**config.mk**
```make
export PLATFORM = sky130hd
export DESIGN_NAME = cgi_i2c_target
export DESIGN_NICKNAME = d
export VERILOG_FILES = /design/src/logic/cgi_pkg.sv /design/src/logic/cgi_i2c_target.sv /design/src/logic/cgi_pair_buf.sv
export SDC_FILE = /design/constraint.sdc
export NUM_CORES = 1
export LEC_CHECK = 0
export ABC_AREA = 0
export BUFFER_PORTS_ARGS = -buffer_cell sky130_fd_sc_hd__clkbuf_2
export CAP_MARGIN = 5
export CORE_UTILIZATION = 42
export DETAILED_ROUTE_END_ITERATION = 16
export SLEW_MARGIN = 10
export SYNTH_ARGS = -nofsm -noshare
export SYNTH_HDL_FRONTEND = slang
export SYNTH_SLANG_ARGS = --single-unit
```
**constraint.sdc**
```tcl
create_clock -name sys_clk -period 2.39 [get_ports sys_clk]
set_input_delay 0.1195 -clock sys_clk [delete_from_list [all_inputs] [get_ports sys_clk]]
set_output_delay 0.1195 -clock sys_clk [all_outputs]
set_load 0.01 [all_outputs]
```
**src/logic/cgi_pkg.sv**
```systemverilog
// Constants and types shared by the clock-generator serial target port
package cgi_pkg;

	localparam logic [6:0] DEV_ADDR         = 7'h69;
	localparam logic [7:0] IDX_FREQ_READ    = 8'h00;
	localparam logic [7:0] IDX_OUTPUT_CTRL  = 8'h01;
	localparam logic [7:0] IDX_BYTE_COUNT   = 8'h08;
	localparam int         FS_B_BIT         = 1;
	localparam int         FS_A_BIT         = 0;
	localparam int         SRC_FREERUN_BIT  = 7;
	localparam int         SRC_EN_BIT       = 6;
	localparam int         CPU_EN_MSB       = 2;
	localparam logic [7:0] CTRL_RW_MASK     = 8'hc7;
	localparam logic [7:0] CTRL_RESET       = 8'h47;
	localparam logic [7:0] BYTE_COUNT_RESET = 8'h02;
	localparam logic [7:0] RESERVED_READ    = 8'h00;
	localparam int         BUF_DEPTH        = 2;
	localparam int         BUF_WIDTH        = 16;

	typedef enum logic [3:0] {
		ST_IDLE,
		ST_RX,
		ST_ACK_WAIT,
		ST_ACK,
		ST_TX,
		ST_TX_LAST,
		ST_TX_ACK,
		ST_TX_NEXT
	} cgi_state_t;

	typedef enum logic [1:0] {
		ROLE_ADDR,
		ROLE_INDEX,
		ROLE_COUNT,
		ROLE_DATA
	} cgi_role_t;

endpackage : cgi_pkg
```
**src/logic/cgi_i2c_target.sv**
```systemverilog
// Serial-bus target with indexed block access to the output control bytes
// Behaviour
// - Device acknowledges its address, the starting index and the byte count.
// - X data bytes land in registers N to N+X-1, index advancing each byte.
// - Every data byte within the count is acknowledged on its own; a byte beyond it is not.
// - Read address D3 follows the repeated START and the device acknowledges.
// - First byte sent on a read is the byte count.
// - After the count, register contents from index N at consecutive indexes.
// - Returned byte count comes from register index 8.
// - On a not-acknowledge the device releases the data line and stops sending.
// - Index 1 holds SRC free-run select, SRC enable and CPU pair enables.
`timescale 1ns/1ps
`default_nettype none
module cgi_i2c_target (
	input  wire logic       sys_clk,
	input  wire logic       sys_rst,
	input  wire logic       scl_i,
	input  wire logic       sda_i,
	output logic            sda_o,
	output logic            sda_oe,
	input  wire logic       fs_a_i,
	input  wire logic       fs_b_i,
	output logic [2:0]      processor_pair_enable,
	output logic            serial_ref_pair_enable,
	output logic            serial_ref_pair_freerun_select,
	output logic [1:0]      freq_select_readback
);
	typedef struct packed {
		cgi_pkg::cgi_state_t st;
		cgi_pkg::cgi_role_t  role;
		logic [7:0]          sh;
		logic [2:0]          bits;
		logic [7:0]          idx;
		logic [7:0]          wcount;
		logic                is_read;
		logic                oe;
		logic [7:0]          ctrl;
		logic [7:0]          byte_count;
		logic [1:0]          fs_s1;
		logic [1:0]          fs_s2;
		logic [1:0]          fs;
		logic [1:0]          fs_done;
		logic                scl_s1;
		logic                scl_s2;
		logic                scl_d;
		logic                sda_s1;
		logic                sda_s2;
		logic                sda_d;
	} cgi_state_reg_t;

	localparam cgi_state_reg_t RESET_VAL = '{
		st: cgi_pkg::ST_IDLE, role: cgi_pkg::ROLE_ADDR, sh: 8'h00, bits: 3'h0,
		idx: 8'h00, wcount: 8'h00, is_read: 1'b0, oe: 1'b0,
		ctrl: cgi_pkg::CTRL_RESET, byte_count: cgi_pkg::BYTE_COUNT_RESET,
		fs_s1: 2'h0, fs_s2: 2'h0, fs: 2'h0, fs_done: 2'h0,
		scl_s1: 1'b1, scl_s2: 1'b1, scl_d: 1'b1,
		sda_s1: 1'b1, sda_s2: 1'b1, sda_d: 1'b1};

	cgi_state_reg_t s_r;
	cgi_state_reg_t s_nxt;

	logic        scl_rise;
	logic        scl_fall;
	logic        start_det;
	logic        stop_det;
	logic [7:0]  rx_byte;
	logic        push;
	logic        buf_in_ready;
	logic        buf_out_valid;
	logic        buf_out_ready;
	logic [15:0] buf_out_data;
	logic        load_now;
	logic        addr_hit;

	function automatic logic [7:0] reg_read(input logic [7:0] idx, input logic [7:0] ctrl,
			input logic [7:0] cnt, input logic [1:0] fs);
		logic [7:0] v;
		v = cgi_pkg::RESERVED_READ;
		unique case (idx)
			cgi_pkg::IDX_FREQ_READ:   v = {cgi_pkg::RESERVED_READ[7:2], fs};
			cgi_pkg::IDX_OUTPUT_CTRL: v = ctrl;
			cgi_pkg::IDX_BYTE_COUNT:  v = cnt;
			default:                  v = cgi_pkg::RESERVED_READ;
		endcase
		return v;
	endfunction : reg_read

	assign scl_rise  = s_r.scl_s2 & ~s_r.scl_d;
	assign scl_fall  = ~s_r.scl_s2 & s_r.scl_d;
	assign start_det = s_r.scl_s2 & s_r.scl_d & s_r.sda_d & ~s_r.sda_s2;
	assign stop_det  = s_r.scl_s2 & s_r.scl_d & ~s_r.sda_d & s_r.sda_s2;
	assign rx_byte   = s_r.sh;
	assign addr_hit  = (s_r.sh[7:1] == cgi_pkg::DEV_ADDR);
	assign push      = (s_r.st == cgi_pkg::ST_ACK_WAIT) & scl_fall & (s_r.role == cgi_pkg::ROLE_DATA)
		& (s_r.wcount != 8'h00) & buf_in_ready;
	assign load_now  = scl_fall & (((s_r.st == cgi_pkg::ST_ACK) & s_r.is_read)
		| (s_r.st == cgi_pkg::ST_TX_NEXT));
	// Register bank is busy fetching a read byte, so the buffer waits
	assign buf_out_ready = ~load_now;

	cgi_pair_buf #(
		.WIDTH (cgi_pkg::BUF_WIDTH),
		.DEPTH (cgi_pkg::BUF_DEPTH)
	) u_buf (
		.sys_clk   (sys_clk),
		.sys_rst   (sys_rst),
		.in_valid  (push),
		.in_ready  (buf_in_ready),
		.in_data   ({s_r.idx, rx_byte}),
		.out_valid (buf_out_valid),
		.out_ready (buf_out_ready),
		.out_data  (buf_out_data)
	);

	always_comb begin
		logic [7:0] nb;
		nb = 8'h00;
		s_nxt = s_r;
		s_nxt.scl_s1 = scl_i;
		s_nxt.scl_s2 = s_r.scl_s1;
		s_nxt.scl_d  = s_r.scl_s2;
		s_nxt.sda_s1 = sda_i;
		s_nxt.sda_s2 = s_r.sda_s1;
		s_nxt.sda_d  = s_r.sda_s2;
		s_nxt.fs_s1  = {fs_b_i, fs_a_i};
		s_nxt.fs_s2  = s_r.fs_s1;
		if (s_r.fs_done != 2'h3) begin
			s_nxt.fs      = s_r.fs_s2;
			s_nxt.fs_done = s_r.fs_done + 2'h1;
		end
		if (buf_out_valid && buf_out_ready) begin
			unique case (buf_out_data[15:8])
				cgi_pkg::IDX_OUTPUT_CTRL:
					s_nxt.ctrl = buf_out_data[7:0] & cgi_pkg::CTRL_RW_MASK;
				cgi_pkg::IDX_BYTE_COUNT:
					s_nxt.byte_count = buf_out_data[7:0];
				default: ;
			endcase
		end
		if (load_now) begin
			if (s_r.st == cgi_pkg::ST_ACK) begin
				nb = s_r.byte_count;
			end else begin
				nb        = reg_read(s_r.idx, s_r.ctrl, s_r.byte_count, s_r.fs);
				s_nxt.idx = s_r.idx + 8'h01;
			end
		end
		if (start_det) begin
			s_nxt.st   = cgi_pkg::ST_RX;
			s_nxt.role = cgi_pkg::ROLE_ADDR;
			s_nxt.bits = 3'h0;
			s_nxt.oe   = 1'b0;
		end else if (stop_det) begin
			s_nxt.st = cgi_pkg::ST_IDLE;
			s_nxt.oe = 1'b0;
		end else begin
			unique case (s_r.st)
				cgi_pkg::ST_IDLE: ;
				cgi_pkg::ST_RX: if (scl_rise) begin
					s_nxt.sh   = {s_r.sh[6:0], s_r.sda_s2};
					s_nxt.bits = s_r.bits + 3'h1;
					if (s_r.bits == 3'h7)
						s_nxt.st = cgi_pkg::ST_ACK_WAIT;
				end
				cgi_pkg::ST_ACK_WAIT: if (scl_fall) begin
					s_nxt.st = cgi_pkg::ST_ACK;
					s_nxt.oe = 1'b1;
					unique case (s_r.role)
						cgi_pkg::ROLE_ADDR: begin
							s_nxt.is_read = rx_byte[0];
							if (!addr_hit) begin
								s_nxt.st = cgi_pkg::ST_IDLE;
								s_nxt.oe = 1'b0;
							end
						end
						cgi_pkg::ROLE_INDEX: s_nxt.idx = rx_byte;
						cgi_pkg::ROLE_COUNT: s_nxt.wcount = rx_byte;
						cgi_pkg::ROLE_DATA: begin
							if (push) begin
								s_nxt.idx    = s_r.idx + 8'h01;
								s_nxt.wcount = s_r.wcount - 8'h01;
							end else begin
								s_nxt.st = cgi_pkg::ST_IDLE;
								s_nxt.oe = 1'b0;
							end
						end
					endcase
				end
				cgi_pkg::ST_ACK: if (scl_fall) begin
					s_nxt.bits = 3'h0;
					s_nxt.oe   = 1'b0;
					s_nxt.st   = cgi_pkg::ST_RX;
					unique case (s_r.role)
						cgi_pkg::ROLE_ADDR: begin
							s_nxt.role = cgi_pkg::ROLE_INDEX;
							if (s_r.is_read) begin
								s_nxt.st = cgi_pkg::ST_TX;
								s_nxt.sh = nb;
								s_nxt.oe = ~nb[7];
							end
						end
						cgi_pkg::ROLE_INDEX: s_nxt.role = cgi_pkg::ROLE_COUNT;
						default:             s_nxt.role = cgi_pkg::ROLE_DATA;
					endcase
				end
				cgi_pkg::ST_TX: begin
					if (scl_rise) begin
						s_nxt.bits = s_r.bits + 3'h1;
						if (s_r.bits == 3'h7)
							s_nxt.st = cgi_pkg::ST_TX_LAST;
					end else if (scl_fall) begin
						s_nxt.sh = {s_r.sh[6:0], 1'b0};
						s_nxt.oe = ~s_r.sh[6];
					end
				end
				cgi_pkg::ST_TX_LAST: if (scl_fall) begin
					s_nxt.oe = 1'b0;
					s_nxt.st = cgi_pkg::ST_TX_ACK;
				end
				cgi_pkg::ST_TX_ACK: if (scl_rise) begin
					// Not-acknowledge ends the read; line stays released
					s_nxt.st = s_r.sda_s2 ? cgi_pkg::ST_IDLE : cgi_pkg::ST_TX_NEXT;
				end
				cgi_pkg::ST_TX_NEXT: if (scl_fall) begin
					s_nxt.st   = cgi_pkg::ST_TX;
					s_nxt.bits = 3'h0;
					s_nxt.sh   = nb;
					s_nxt.oe   = ~nb[7];
				end
			endcase
		end
	end

	always_ff @(posedge sys_clk) begin
		if (sys_rst)
			s_r <= RESET_VAL;
		else
			s_r <= s_nxt;
	end

	assign sda_o                          = 1'b0;
	assign sda_oe                         = s_r.oe;
	assign processor_pair_enable          = s_r.ctrl[cgi_pkg::CPU_EN_MSB:0];
	assign serial_ref_pair_enable         = s_r.ctrl[cgi_pkg::SRC_EN_BIT];
	assign serial_ref_pair_freerun_select = s_r.ctrl[cgi_pkg::SRC_FREERUN_BIT];
	assign freq_select_readback           = s_r.fs;

	ack_slot_a: assert property (@(posedge sys_clk) disable iff (sys_rst)
		(s_r.st == cgi_pkg::ST_ACK_WAIT && scl_fall && !start_det && !stop_det
		&& s_r.role != cgi_pkg::ROLE_DATA && (s_r.role != cgi_pkg::ROLE_ADDR || addr_hit))
		|=> sda_oe)
		else $error("Header byte not acknowledged");
	data_ack_a: assert property (@(posedge sys_clk) disable iff (sys_rst)
		push && !start_det && !stop_det |=> sda_oe && s_r.st == cgi_pkg::ST_ACK)
		else $error("Stored data byte not acknowledged");
	index_step_a: assert property (@(posedge sys_clk) disable iff (sys_rst)
		push && !start_det && !stop_det |=> s_r.idx == $past(s_r.idx) + 8'h01)
		else $error("Write index did not advance");
	count_limit_a: assert property (@(posedge sys_clk) disable iff (sys_rst)
		(s_r.st == cgi_pkg::ST_ACK_WAIT && scl_fall && s_r.role == cgi_pkg::ROLE_DATA
		&& s_r.wcount == 8'h00) |=> !sda_oe && s_r.st == cgi_pkg::ST_IDLE)
		else $error("Data byte stored beyond the byte count");
	count_first_a: assert property (@(posedge sys_clk) disable iff (sys_rst)
		(s_r.st == cgi_pkg::ST_ACK && s_r.is_read && s_r.role == cgi_pkg::ROLE_ADDR
		&& scl_fall && !start_det && !stop_det) |=> s_r.sh == $past(s_r.byte_count))
		else $error("Read did not open with the byte count");
	read_step_a: assert property (@(posedge sys_clk) disable iff (sys_rst)
		(s_r.st == cgi_pkg::ST_TX_NEXT && scl_fall && !start_det && !stop_det)
		|=> s_r.idx == $past(s_r.idx) + 8'h01 && s_r.st == cgi_pkg::ST_TX)
		else $error("Read index did not advance");
	nack_release_a: assert property (@(posedge sys_clk) disable iff (sys_rst)
		(s_r.st == cgi_pkg::ST_TX_ACK && scl_rise && s_r.sda_s2 && !start_det && !stop_det)
		|=> !sda_oe [*3])
		else $error("Data line driven after not-acknowledge");
	reserved_zero_a: assert property (@(posedge sys_clk) disable iff (sys_rst)
		(s_r.ctrl & ~cgi_pkg::CTRL_RW_MASK) == 8'h00)
		else $error("Reserved control bits took a written value");
	fs_hold_a: assert property (@(posedge sys_clk) disable iff (sys_rst)
		s_r.fs_done == 2'h3 |=> $stable(freq_select_readback))
		else $error("Latched frequency selects changed");
	ctrl_write_a: assert property (@(posedge sys_clk) disable iff (sys_rst)
		(buf_out_valid && buf_out_ready && buf_out_data[15:8] == cgi_pkg::IDX_OUTPUT_CTRL)
		|=> processor_pair_enable == $past(buf_out_data[2:0])
		&& serial_ref_pair_enable == $past(buf_out_data[6]))
		else $error("Output control write not applied");
endmodule : cgi_i2c_target
`default_nettype wire

```
**src/logic/cgi_pair_buf.sv**
```systemverilog
// Small valid/ready buffer between the byte receiver and the register bank
`timescale 1ns/1ps
`default_nettype none
module cgi_pair_buf #(
	parameter int WIDTH = cgi_pkg::BUF_WIDTH,
	parameter int DEPTH = cgi_pkg::BUF_DEPTH
) (
	input  wire logic             sys_clk,
	input  wire logic             sys_rst,
	input  wire logic             in_valid,
	output logic                  in_ready,
	input  wire logic [WIDTH-1:0] in_data,
	output logic                  out_valid,
	input  wire logic             out_ready,
	output logic [WIDTH-1:0]      out_data
);
	localparam int AW = (DEPTH > 1) ? $clog2(DEPTH) : 1;

	if (DEPTH < 2 || (DEPTH & (DEPTH - 1)) != 0 || WIDTH < 1) begin : g_bad_depth
		$error("cgi_pair_buf: DEPTH must be a power of two >= 2");
	end

	typedef struct packed {
		logic [DEPTH-1:0][WIDTH-1:0] mem;
		logic [AW-1:0]               wptr;
		logic [AW-1:0]               rptr;
		logic [AW:0]                 cnt;
	} cgi_buf_t;

	cgi_buf_t s_r;
	cgi_buf_t s_nxt;
	logic     push;
	logic     pop;

	assign in_ready  = (s_r.cnt != (AW + 1)'(DEPTH));
	assign out_valid = (s_r.cnt != '0);
	assign out_data  = s_r.mem[s_r.rptr];
	assign push      = in_valid & in_ready;
	assign pop       = out_valid & out_ready;

	always_comb begin
		s_nxt = s_r;
		if (push) begin
			s_nxt.mem[s_r.wptr] = in_data;
			s_nxt.wptr          = AW'(s_r.wptr + 1'b1);
		end
		if (pop)
			s_nxt.rptr = AW'(s_r.rptr + 1'b1);
		if (push && !pop)
			s_nxt.cnt = (AW + 1)'(s_r.cnt + 1'b1);
		else if (pop && !push)
			s_nxt.cnt = (AW + 1)'(s_r.cnt - 1'b1);
	end

	always_ff @(posedge sys_clk) begin
		if (sys_rst)
			s_r <= '0;
		else
			s_r <= s_nxt;
	end
endmodule : cgi_pair_buf
`default_nettype wire

```
==> results of run 1 <==
-- power by group --
group / switching [W] / internal [W]
Combinational: 0.000159 / 0.000113
Clock: 0.000680 / 0.000834
Sequential: 0.0000416 / 0.00165
-- per-layer routing --
metal | vias up | track usage [%] | share of wire (%)
met5 | - | 0 | 0
met4 | 0 | 9.43 | 2.0
met3 | 20 | 3.14 | 3.5
met2 | 90 | 37.3 | 47
met1 | 2072 | 30.2 | 48
li1 | 2128 | - | -
-- final cells by class --
cell class,count,area (um2)
timing repair buffer,49,358
clock buffer,9,225
clock inverter,7,85.1
inverter,16,60.1
multi-input combinational,428,2640
fill,1070,5540
sequential,97,1940
tap,140,175
-- stage by stage --
stage | hold slack, ps | setup slack, ps | utilization [%]
after detailed placement | 308 | 36.4 | 46.5
final | 412 | 83.7 | 49.8
after global routing | 428 | 4.79 | 49.8
after CTS | 415 | 24.9 | 49.7
after global placement | 308 | 84.3 | 46.5
after floorplan | 223 | 31.8 | -
-- logic make-up (layout without fill, tap and decap cells) --
logic type | after synthesis | in the layout | synth area share (%)
compound gates | 175 | 175 | 23.3
xor+xnor | 17 | 17 | 3.07
fa+ha+maj | 14 | 14 | 3.61
buf+inv | 64 | 81 | 5.70
flops | 97 | 97 | 40.0
mux | 19 | 19 | 4.07
other cells | 1 | 1 | 0.0773
simple gates | 202 | 202 | 20.1
-- worst register-to-register path: cells and delay by family (launching register included) --
family,cells,cell delay [ps]
simple gates,3,1040
compound gates,2,470
flops,1,350
fa+ha+maj,1,310
buf+inv,1,70
-- how the worst min path moves through the flow --
stage | start | endpoint | slack (ps)
after floorplan | sda_i | s_nxt[1]$_SDFF_PP1_ | 220
after global placement | scl_i | s_nxt[4]$_SDFF_PP1_ | 310
after detailed placement | scl_i | s_nxt[4]$_SDFF_PP1_ | 310
after CTS | s_nxt[1]$_SDFF_PP1_ | s_nxt[0]$_SDFF_PP1_ | 420
after global routing | s_nxt[1]$_SDFF_PP1_ | s_nxt[0]$_SDFF_PP1_ | 430
final | s_nxt[1]$_SDFF_PP1_ | s_nxt[0]$_SDFF_PP1_ | 410
-- cell usage after synthesis (5+ instances only) --
cell type / instances / share of area [%]
dfxtp_1: 97 / 40
a21oi_1: 55 / 5.7
nand2_1: 55 / 4.3
nor2_1: 52 / 4.0
clkbuf_1: 34 / 2.6
o21ai_0: 34 / 3.5
nand3_1: 24 / 2.5
a211oi_1: 15 / 2.3
nor3_1: 15 / 1.5
ha_1: 14 / 3.6
inv_1: 14 / 1.1
mux2i_1: 13 / 2.7
nor2b_1: 13 / 1.7
a22oi_1: 11 / 1.7
buf_4: 9 / 1.4
xor2_1: 9 / 1.6
o22ai_1: 8 / 1.0
or2_2: 8 / 1.0
xnor2_1: 8 / 1.4
nand2b_1: 7 / 0.90
mux2_2: 6 / 1.4
a211o_1: 5 / 0.90
a31oi_1: 5 / 0.64
a32oi_1: 5 / 0.90
o211ai_1: 5 / 0.77
-- cell usage in the layout (no fill, tap or decap), types with 6 or more instances in the layout --
cell type  Yosys  routed
o22ai_1        8       8
or2_2          8       8
dfxtp_1       97      97
nor2_1        52      51
nor2b_1       13      13
nor3_1        15      15
o21ai_0       34      34
buf_4          9      31
clkbuf_2       0      13
xor2_1         9       9
nand2b_1       7       7
xnor2_1        8       8
inv_1         14      14
clkbuf_16      0       9
ha_1          14      14
a211oi_1      15      15
a22oi_1       11      11
mux2i_1       13      13
mux2_2         6       6
nand3_1       24      24
nand2_1       55      55
a21oi_1       55      55
-- flip-flops by register name (all words and copies together), names as in the netlist --
register	count
s_r	39
u_buf.s_r	36
rx_byte	8
s_nxt	6
processor_pair_enable	3
freq_select_readback	2
sda_oe	1
serial_ref_pair_enable	1
serial_ref_pair_freerun_select	1
-- what timing repair did --
| action | in CTS | in global routing |
|---|---|---|
| endpoints found under the hold margin | 4 | 0 |
| gates resized for setup | 0 | 2 |
| setup endpoints to repair | 0 | 21 |
| hold buffers | 4 | 0 |
==> results_dict.tcl, run 1 <==
set metrics [dict create \
    crit_chain "or4_4 -> o31a_1 -> nand3_2 -> inv_2 -> ha_1 -> or3_1 -> a21oi_1" \
    htreeDepth 3 \
    grt_pass1_wl_mm 21.0 \
    status "finished, final reports clean" \
    slowest_delay_ps 540 \
    final_area_mm2 0.00549 \
    fin_cells 746 \
    cts_tree "yes" \
    maxCapViolCount 0 \
    dp_hpwl_mm 8.87 \
    ys_seq_area_share_pct 40.0 \
    ys_ff_latch 97 \
    p_leak_nw 1.91 \
    slew_headroom_pct 43.5 \
    cts.clk_slew.worst_paths_ps 70 \
    area_growth_pct 13.1 \
    portBuffers 13 \
    p_per_area_mw_per_mm2 635 \
    fp.dieW_um 109 \
    rr_worst_depth 7 \
    grt_pass1_vias 4101 \
    synth_nets 609 \
    worstSetupPathType "reg2reg" \
    fin_worst_skew_ps 6.92 \
    rrSetupSlack_ps 80 \
    grt.overflow.total 0 \
    dpl-instance-area_mm2 0.00513 \
    dieHeight_um 109 \
    power.total_w 0.00348 \
    grt_setup_unrepaired "false" \
    fmax_mhz 434 \
    startpoint_type "register" \
    fin_nets 621 \
    yosys_warnings 0 \
    drc 0 \
    cpLargestDelayFamily "simple AND/OR/NAND/NOR gates" \
    avgRoutedWirePerCell_um 17.1 \
    vias 4310 \
    diodes 0 \
    synthCells 589 \
    period_needed_ps 2310 \
    drv_slew 0 \
    setup_viol 0 \
    clock_tree.root_cell "clkbuf_16" \
    pin_count 15 \
    synthFlopType "dfxtp_1" \
    layout-drive-gt1-share_pct 13.9 \
    drt-initial-drc-count 202 \
    hold_path.class "reg2reg" \
    clkLatencyLatePin_ps 350 \
    ys_types 65 \
    cts_buffers 9 \
    async_reset_ff_share_pct 0 \
    reg2reg_from "s_r[36]$_SDFFE_PP0P_" \
    setup_tns_ps 0 \
    die_area_mm2 0.0120 \
    initial_core_util_pct 44.0 \
    row_count 38 \
    crit_path_end_kind "register" \
    antenna_found_initial 0 \
    gp_congestion 0.831 \
    dr.pass1.iters 5 \
    final_antenna_net_count 0 \
    cp.depth 7 \
    finalHoldViolations 0 \
    dp.cells 726 \
    whs_path_depth 1 \
    vdd_drop_max_v 0.000508 \
    track_usage_pct 22.8 \
    syn-cell-area_mm2 0.00485 \
    routed_wl_mm 12.8 \
    core-area_mm2 0.0110 \
    avgSynthCellArea_um2 8.24 \
    timing.final.crit_share_pct 96.5 \
    synth_edf_count 0 \
    post_cts_buffers 0 \
    cp.required_ps 2670 \
    critical-path-slowest-cell "or4_4" \
    r2r_end "u_buf.s_r[1]$_SDFFE_PP0P_" \
    crit_buf_inv 1 \
    cts_sinks 97 \
    worstSetupStartpoint "s_r[36]$_SDFFE_PP0P_" \
    vias_per_cell 5.78 \
    crit_end "u_buf.s_r[1]$_SDFFE_PP0P_" \
    crit_path_max_fanout 5 \
    tightest_slew_ps 848 \
    clock_path_buffers 2 \
    crit_arrival_ps 2580 \
    grt_max_degree 44 \
]
Power figures use the tool's default switching activity.
==> inputs of run 2 (changes only) <==
--- a/config.mk
+++ b/config.mk
@@ -8,8 +8,9 @@
 export ABC_AREA = 0
 export BUFFER_PORTS_ARGS = -buffer_cell sky130_fd_sc_hd__clkbuf_2
 export CAP_MARGIN = 5
-export CORE_UTILIZATION = 42
+export CORE_UTILIZATION = 56
 export DETAILED_ROUTE_END_ITERATION = 16
+export PLACE_DENSITY = 0.76
 export SLEW_MARGIN = 10
 export SYNTH_ARGS = -nofsm -noshare
 export SYNTH_HDL_FRONTEND = slang
==> results_dict.tcl, run 2 (synthesized netlist as in run 1, its figures left out) <==
set metrics [dict create \
    status "finished, final reports clean" \
    clkLatencyLatePin_ps 370 \
    slew_headroom_pct 51.1 \
    wl_met1_mm 5.31 \
    final_area_mm2 0.00540 \
    crit_path_end_kind "register" \
    fmax_mhz 438 \
    seq_area_mm2 0.00194 \
    swShare_pct 23.9 \
    final_antenna_net_count 0 \
    fp.dieW_um 95.1 \
    power.total_w 0.00328 \
    grt.overflow.total 0 \
    dp_hpwl_mm 8.52 \
    drc 0 \
    tightest_slew_ps 734 \
    dpl-instance-area_mm2 0.00509 \
    row_count 33 \
    final_cell_mix "96 x dfxtp_1, 55 x a21oi_1, 55 x nand2_1" \
    layout-drive-gt1-share_pct 14.5 \
    top_layer "met4" \
    dp_slack_ps 33.1 \
    track_usage_pct 29.4 \
    diodes 0 \
    vias_per_cell 6.20 \
    multi_input_comb_area_mm2 0.00265 \
    cts.clk_slew.worst_paths_ps 100 \
    hold_path.class "in2reg" \
    rrSetupSlack_ps 100 \
    drv_slew 0 \
    initial_core_util_pct 58.5 \
    grt_max_degree 36 \
    worstHoldEndpoint "u_buf.s_r[2]$_SDFFE_PP0P_" \
    top_register "s_r" \
    avgRoutedWirePerCell_um 17.2 \
    route.met2.wl_mm 5.93 \
    timing.final.crit_share_pct 95.6 \
    dr.pass1.iters 5 \
    dr_wl_met3_um 690 \
    pin_count 15 \
    p_leak_nw 1.88 \
    clock_path_buffers 2 \
    worstSetupPathType "reg2reg" \
    clockPowerShare_pct 39.0 \
    min-delay-start "sys_rst" \
    crit_arrival_ps 2560 \
    period_needed_ps 2290 \
    whs_path_depth 2 \
    netSwitchingPower_w 0.000782 \
    fin_nets 623 \
    vdd_drop_max_v 0.000481 \
    area_growth_pct 11.2 \
    routed_wl_mm 12.3 \
    finalHoldViolations 0 \
    mostFrequentLayoutCell "dfxtp_1" \
    crit_path_max_fanout 9 \
    maxCapViolCount 0 \
    fin_worst_skew_ps 14.7 \
    grt_pass1_vias 4233 \
    p_per_area_mw_per_mm2 607 \
    setup_viol 0 \
    fill_cells 660 \
    grt_pass1_wl_mm 20.5 \
    p_int_w 0.00249 \
    reg2reg_from "s_r[36]$_SDFFE_PP0P_" \
    cts_tree "yes" \
    largest_reg_flops 39 \
    setup_slack_ps 104 \
    setup_tns_ps 0 \
    cts_buffers 9 \
    rr_worst_depth 8 \
    dieHeight_um 95.1 \
    power_frac_comb_pct 9.3 \
    p_seq_share_pct 51.7 \
    antenna_found_initial 0 \
    r2r_end "u_buf.s_r[1]$_SDFFE_PP0P_" \
    clock_tree.root_cell "clkbuf_8" \
    htreeDepth 3 \
    drt-initial-drc-count 381 \
    cp.required_ps 2670 \
    portBuffers 13 \
    grt_setup_unrepaired "false" \
    cts_sinks 97 \
    gp_congestion 0.928 \
    die_area_mm2 0.00904 \
    vias 4414 \
    core-area_mm2 0.00830 \
    startpoint_type "register" \
]
## run 2: worst max-delay path by stage
stage	from	endpoint	slack, ps
after floorplan	s_r[35]$_SDFFE_PP0P_	u_buf.s_r[1]$_SDFFE_PP0P_	30
after global placement	u_buf.s_r[30]$_SDFFE_PP0P_	s_r[15]$_SDFFE_PP1P_	70
after detailed placement	u_buf.s_r[30]$_SDFFE_PP0P_	s_r[15]$_SDFFE_PP1P_	30
after CTS	u_buf.s_r[30]$_SDFFE_PP0P_	s_r[15]$_SDFFE_PP1P_	10
after global routing	s_r[44]$_SDFF_PP0_	sda_oe$_SDFFE_PP0P_	20
final	s_r[36]$_SDFFE_PP0P_	u_buf.s_r[1]$_SDFFE_PP0P_	100
## run 2: per-stage QoR
stage | hold WS (ps) | utilization [%] | std cells
floorplan | 223 | - | 589
global placement | 305 | 61.4 | 692
detailed placement | 306 | 61.4 | 692
CTS | 397 | 64.7 | 711
global route | 427 | 65.1 | 712
finish | 410 | 65.1 | 712
## run 2: critical path, stage by stage, from the launching register on
cell     delay, ps
dfxtp_2        360
or4_4          530
o31a_1         290
nand3_2        130
inv_4           80
ha_1           190
xor2_1         150
or3_1          320
a21oi_1        160
## run 2: timing repair
item | 4_1_cts | 5_1_grt
setup endpoints to repair | 0 | 29
setup buffers | 0 | 1
hold buffers | 4 | 0
gates resized for setup | 0 | 5
endpoints found under the hold margin | 4 | 0
## run 2: final cells by class
class / count / area share [%]
sequential: 97 / 36.0
timing repair buffer: 51 / 6.91
inverter: 16 / 1.16
clock buffer: 9 / 2.29
tap: 105 / 2.43
clock inverter: 6 / 2.13
multi-input combinational: 428 / 49.1
## run 2: power groups by stage
| stage | logic [W] | registers, W | clock network (W) |
|---|---|---|---|
| finish | 0.000304 | 0.00169 | 0.00128 |
| global route | 0.000332 | 0.00170 | 0.00136 |
| CTS | 0.000297 | 0.00169 | 0.00128 |
| detailed placement | 0.000292 | 0.00173 | 0 |
| global placement | 0.000285 | 0.00173 | 0 |
| floorplan | 0.000200 | 0.00172 | 0 |
## run 2: per-layer routing
metal | global-route usage, % | vias up
li1 | - | 2129
met1 | 38.0 | 2097
met2 | 47.7 | 154
met3 | 4.31 | 34
met4 | 14.4 | 0
met5 | 0 | -
==> inputs of run 3 (changes only) <==
--- a/config.mk
+++ b/config.mk
@@ -8,9 +8,10 @@
 export ABC_AREA = 0
 export BUFFER_PORTS_ARGS = -buffer_cell sky130_fd_sc_hd__clkbuf_2
 export CAP_MARGIN = 5
-export CORE_UTILIZATION = 56
+export CORE_UTILIZATION = 62
 export DETAILED_ROUTE_END_ITERATION = 16
-export PLACE_DENSITY = 0.76
+export PLACE_DENSITY = 0.79
+export RECOVER_POWER = 50
 export SLEW_MARGIN = 10
 export SYNTH_ARGS = -nofsm -noshare
 export SYNTH_HDL_FRONTEND = slang
==> constraint.sdc (replaced) <==
create_clock -name sys_clk -period 2.14 [get_ports sys_clk]
set_input_delay 0.107 -clock sys_clk [delete_from_list [all_inputs] [get_ports sys_clk]]
set_output_delay 0.107 -clock sys_clk [all_outputs]
set_load 0.01 [all_outputs]
==> results_dict.tcl, run 3 (synthesized netlist as in run 1, its figures left out) <==
set metrics [dict create \
    slew_headroom_pct 59.9 \
    top_usage_layer "met2" \
    drt-initial-drc-count 343 \
    crit_path_max_fanout 10 \
    swShare_pct 27.4 \
    fin_worst_skew_ps 19.0 \
    portBuffers 13 \
    grt_use_met2_pct 49.9 \
    rrSetupSlack_ps -80 \
    hold_path.class "in2reg" \
    crit_chain "or4_4 -> o31a_1 -> nand3_4 -> inv_8 -> ha_4 -> xor2_2 -> or3_1 -> a21oi_2" \
    track_usage_pct 31.5 \
    p_int_w 0.00245 \
    mostFrequentLayoutCell "dfxtp_1" \
    tightest_slew_ps 601 \
    p_leak_nw 1.99 \
    vias 4624 \
    cts_tree "yes" \
    cpLargestDelayFamily "simple AND/OR/NAND/NOR gates" \
    status "complete, but fails checks" \
    layout-drive-gt1-share_pct 20.2 \
    power_frac_comb_pct 11.3 \
    setup_slack_ps -82.2 \
    routed_wl_mm 12.8 \
    cts.clk_slew.worst_paths_ps 100 \
    dp_hpwl_mm 8.67 \
    worstSetupStartpoint "s_r[35]$_SDFFE_PP0P_" \
    cp.depth 8 \
    timing.final.crit_share_pct 104 \
    power.total_w 0.00338 \
    use_met1_pct 40.4 \
    antenna_found_initial 0 \
    gp_congestion 0.908 \
    cts_sinks 97 \
    htreeDepth 3 \
    core-area_mm2 0.00741 \
    cp.required_ps 2440 \
    startpoint_type "register" \
    grt_pass1_vias 4267 \
    cts_buffers 9 \
    final_cell_mix "92 x dfxtp_1, 54 x a21oi_1, 52 x nand2_1" \
    area_growth_pct 15.9 \
    clock_path_buffers 2 \
    clock_tree.root_cell "clkbuf_8" \
    dp.cells 700 \
    fin_cells 729 \
    largest_reg_flops 39 \
    crit_arrival_ps 2520 \
    grt_setup_unrepaired "true" \
    grtUsageMet3_pct 5.98 \
    diodes 0 \
    pin_count 15 \
    fmax_mhz 450 \
    setup_viol 1 \
    critical-path-slowest-cell "or4_4" \
    vdd_drop_max_v 0.000707 \
    reg2reg_from "s_r[35]$_SDFFE_PP0P_" \
    crit_path_end_kind "register" \
    netSwitchingPower_w 0.000928 \
    fill_cells 525 \
    finalHoldViolations 0 \
    maxCapViolCount 0 \
    r2r_end "u_buf.s_r[1]$_SDFFE_PP0P_" \
    drv_slew 0 \
    crit_end "u_buf.s_r[1]$_SDFFE_PP0P_" \
    clkLatencyLatePin_ps 370 \
    min-delay-start "sys_rst" \
    drc 0 \
    rr_worst_depth 8 \
    dr.pass1.iters 5 \
    dieHeight_um 90.5 \
    die_area_mm2 0.00819 \
    top_register "s_r" \
    p_seq_share_pct 56.1 \
    violations "setup timing" \
    row_count 31 \
    crit_buf_inv 1 \
    clockPowerShare_pct 32.6 \
    p_per_area_mw_per_mm2 601 \
    grt.overflow.total 0 \
    slowest_delay_ps 540 \
    grt_pass1_wl_mm 20.7 \
    worstSetupPathType "reg2reg" \
    period_needed_ps 2220 \
    initial_core_util_pct 65.5 \
    vias_per_cell 6.34 \
    grt_max_degree 64 \
    fin_nets 646 \
    avgRoutedWirePerCell_um 17.6 \
    fp.dieW_um 90.5 \
    final_antenna_net_count 0 \
    setup_tns_ps -82.2 \
]
==> run 3: area by class of cell <==
class	instances	area [um2]	share of cell area, %
Clock buffer	9	124	2.20
Clock inverter	6	50.0	0.890
Inverter	16	67.6	1.20
Multi-Input combinational cell	428	2730	48.6
Sequential cell	97	1950	34.6
Tap cell	99	124	2.20
Timing Repair Buffer	74	577	10.3
==> run 3: routing by layer <==
metal  vias up  wire length, um
li1       2173                -
met1      2183             5280
met2       213             5950
met3        55             1010
met4         0              597
met5         -                0
==> run 3: repair_timing <==
item | 4_1_cts | 5_1_grt
hold buffers | 4 | 0
pin swaps | 5 | 7
resized for setup | 11 | 25
buffers inserted | 4 | 6
gates cloned | 0 | 1
endpoints found under the setup margin | 45 | 62
hold endpoints to repair | 4 | 0
==> run 3: metrics by stage <==
stage               setup WS (ps)  utilization, %  hold WS [ps]  area (um2)
floorplan                   -17.9               -           211        4880
global placement            -12.5            70.3           296        5210
detailed placement           -158            70.3           294        5210
CTS                         -40.2            74.2           187        5500
global route                 -165            75.9           215        5620
finish                      -82.2            75.9           213        5620
==> run 3: power by group through the flow <==
stage / logic (W) / registers [W] / clock network (W)
2_1_floorplan: 0.000237 / 0.00192 / 0
3_3_place_gp: 0.000323 / 0.00193 / 0
3_5_place_dp: 0.000332 / 0.00193 / 0
4_1_cts: 0.000357 / 0.00189 / 0.00112
5_1_grt: 0.000416 / 0.00190 / 0.00119
6_report: 0.000382 / 0.00190 / 0.00110
==> run 3: worst min-delay path by stage <==
| stage | endpoint | slack [ps] | cells past startpoint |
|---|---|---|---|
| 2_1_floorplan | s_nxt[1]$_SDFF_PP1_ | 210 | 1 |
| 3_3_place_gp | s_nxt[1]$_SDFF_PP1_ | 300 | 2 |
| 3_5_place_dp | s_nxt[4]$_SDFF_PP1_ | 290 | 2 |
| 4_1_cts | s_r[35]$_SDFFE_PP0P_ | 190 | 2 |
| 5_1_grt | s_r[31]$_SDFFE_PP0P_ | 220 | 2 |
| 6_report | s_r[31]$_SDFFE_PP0P_ | 210 | 2 |
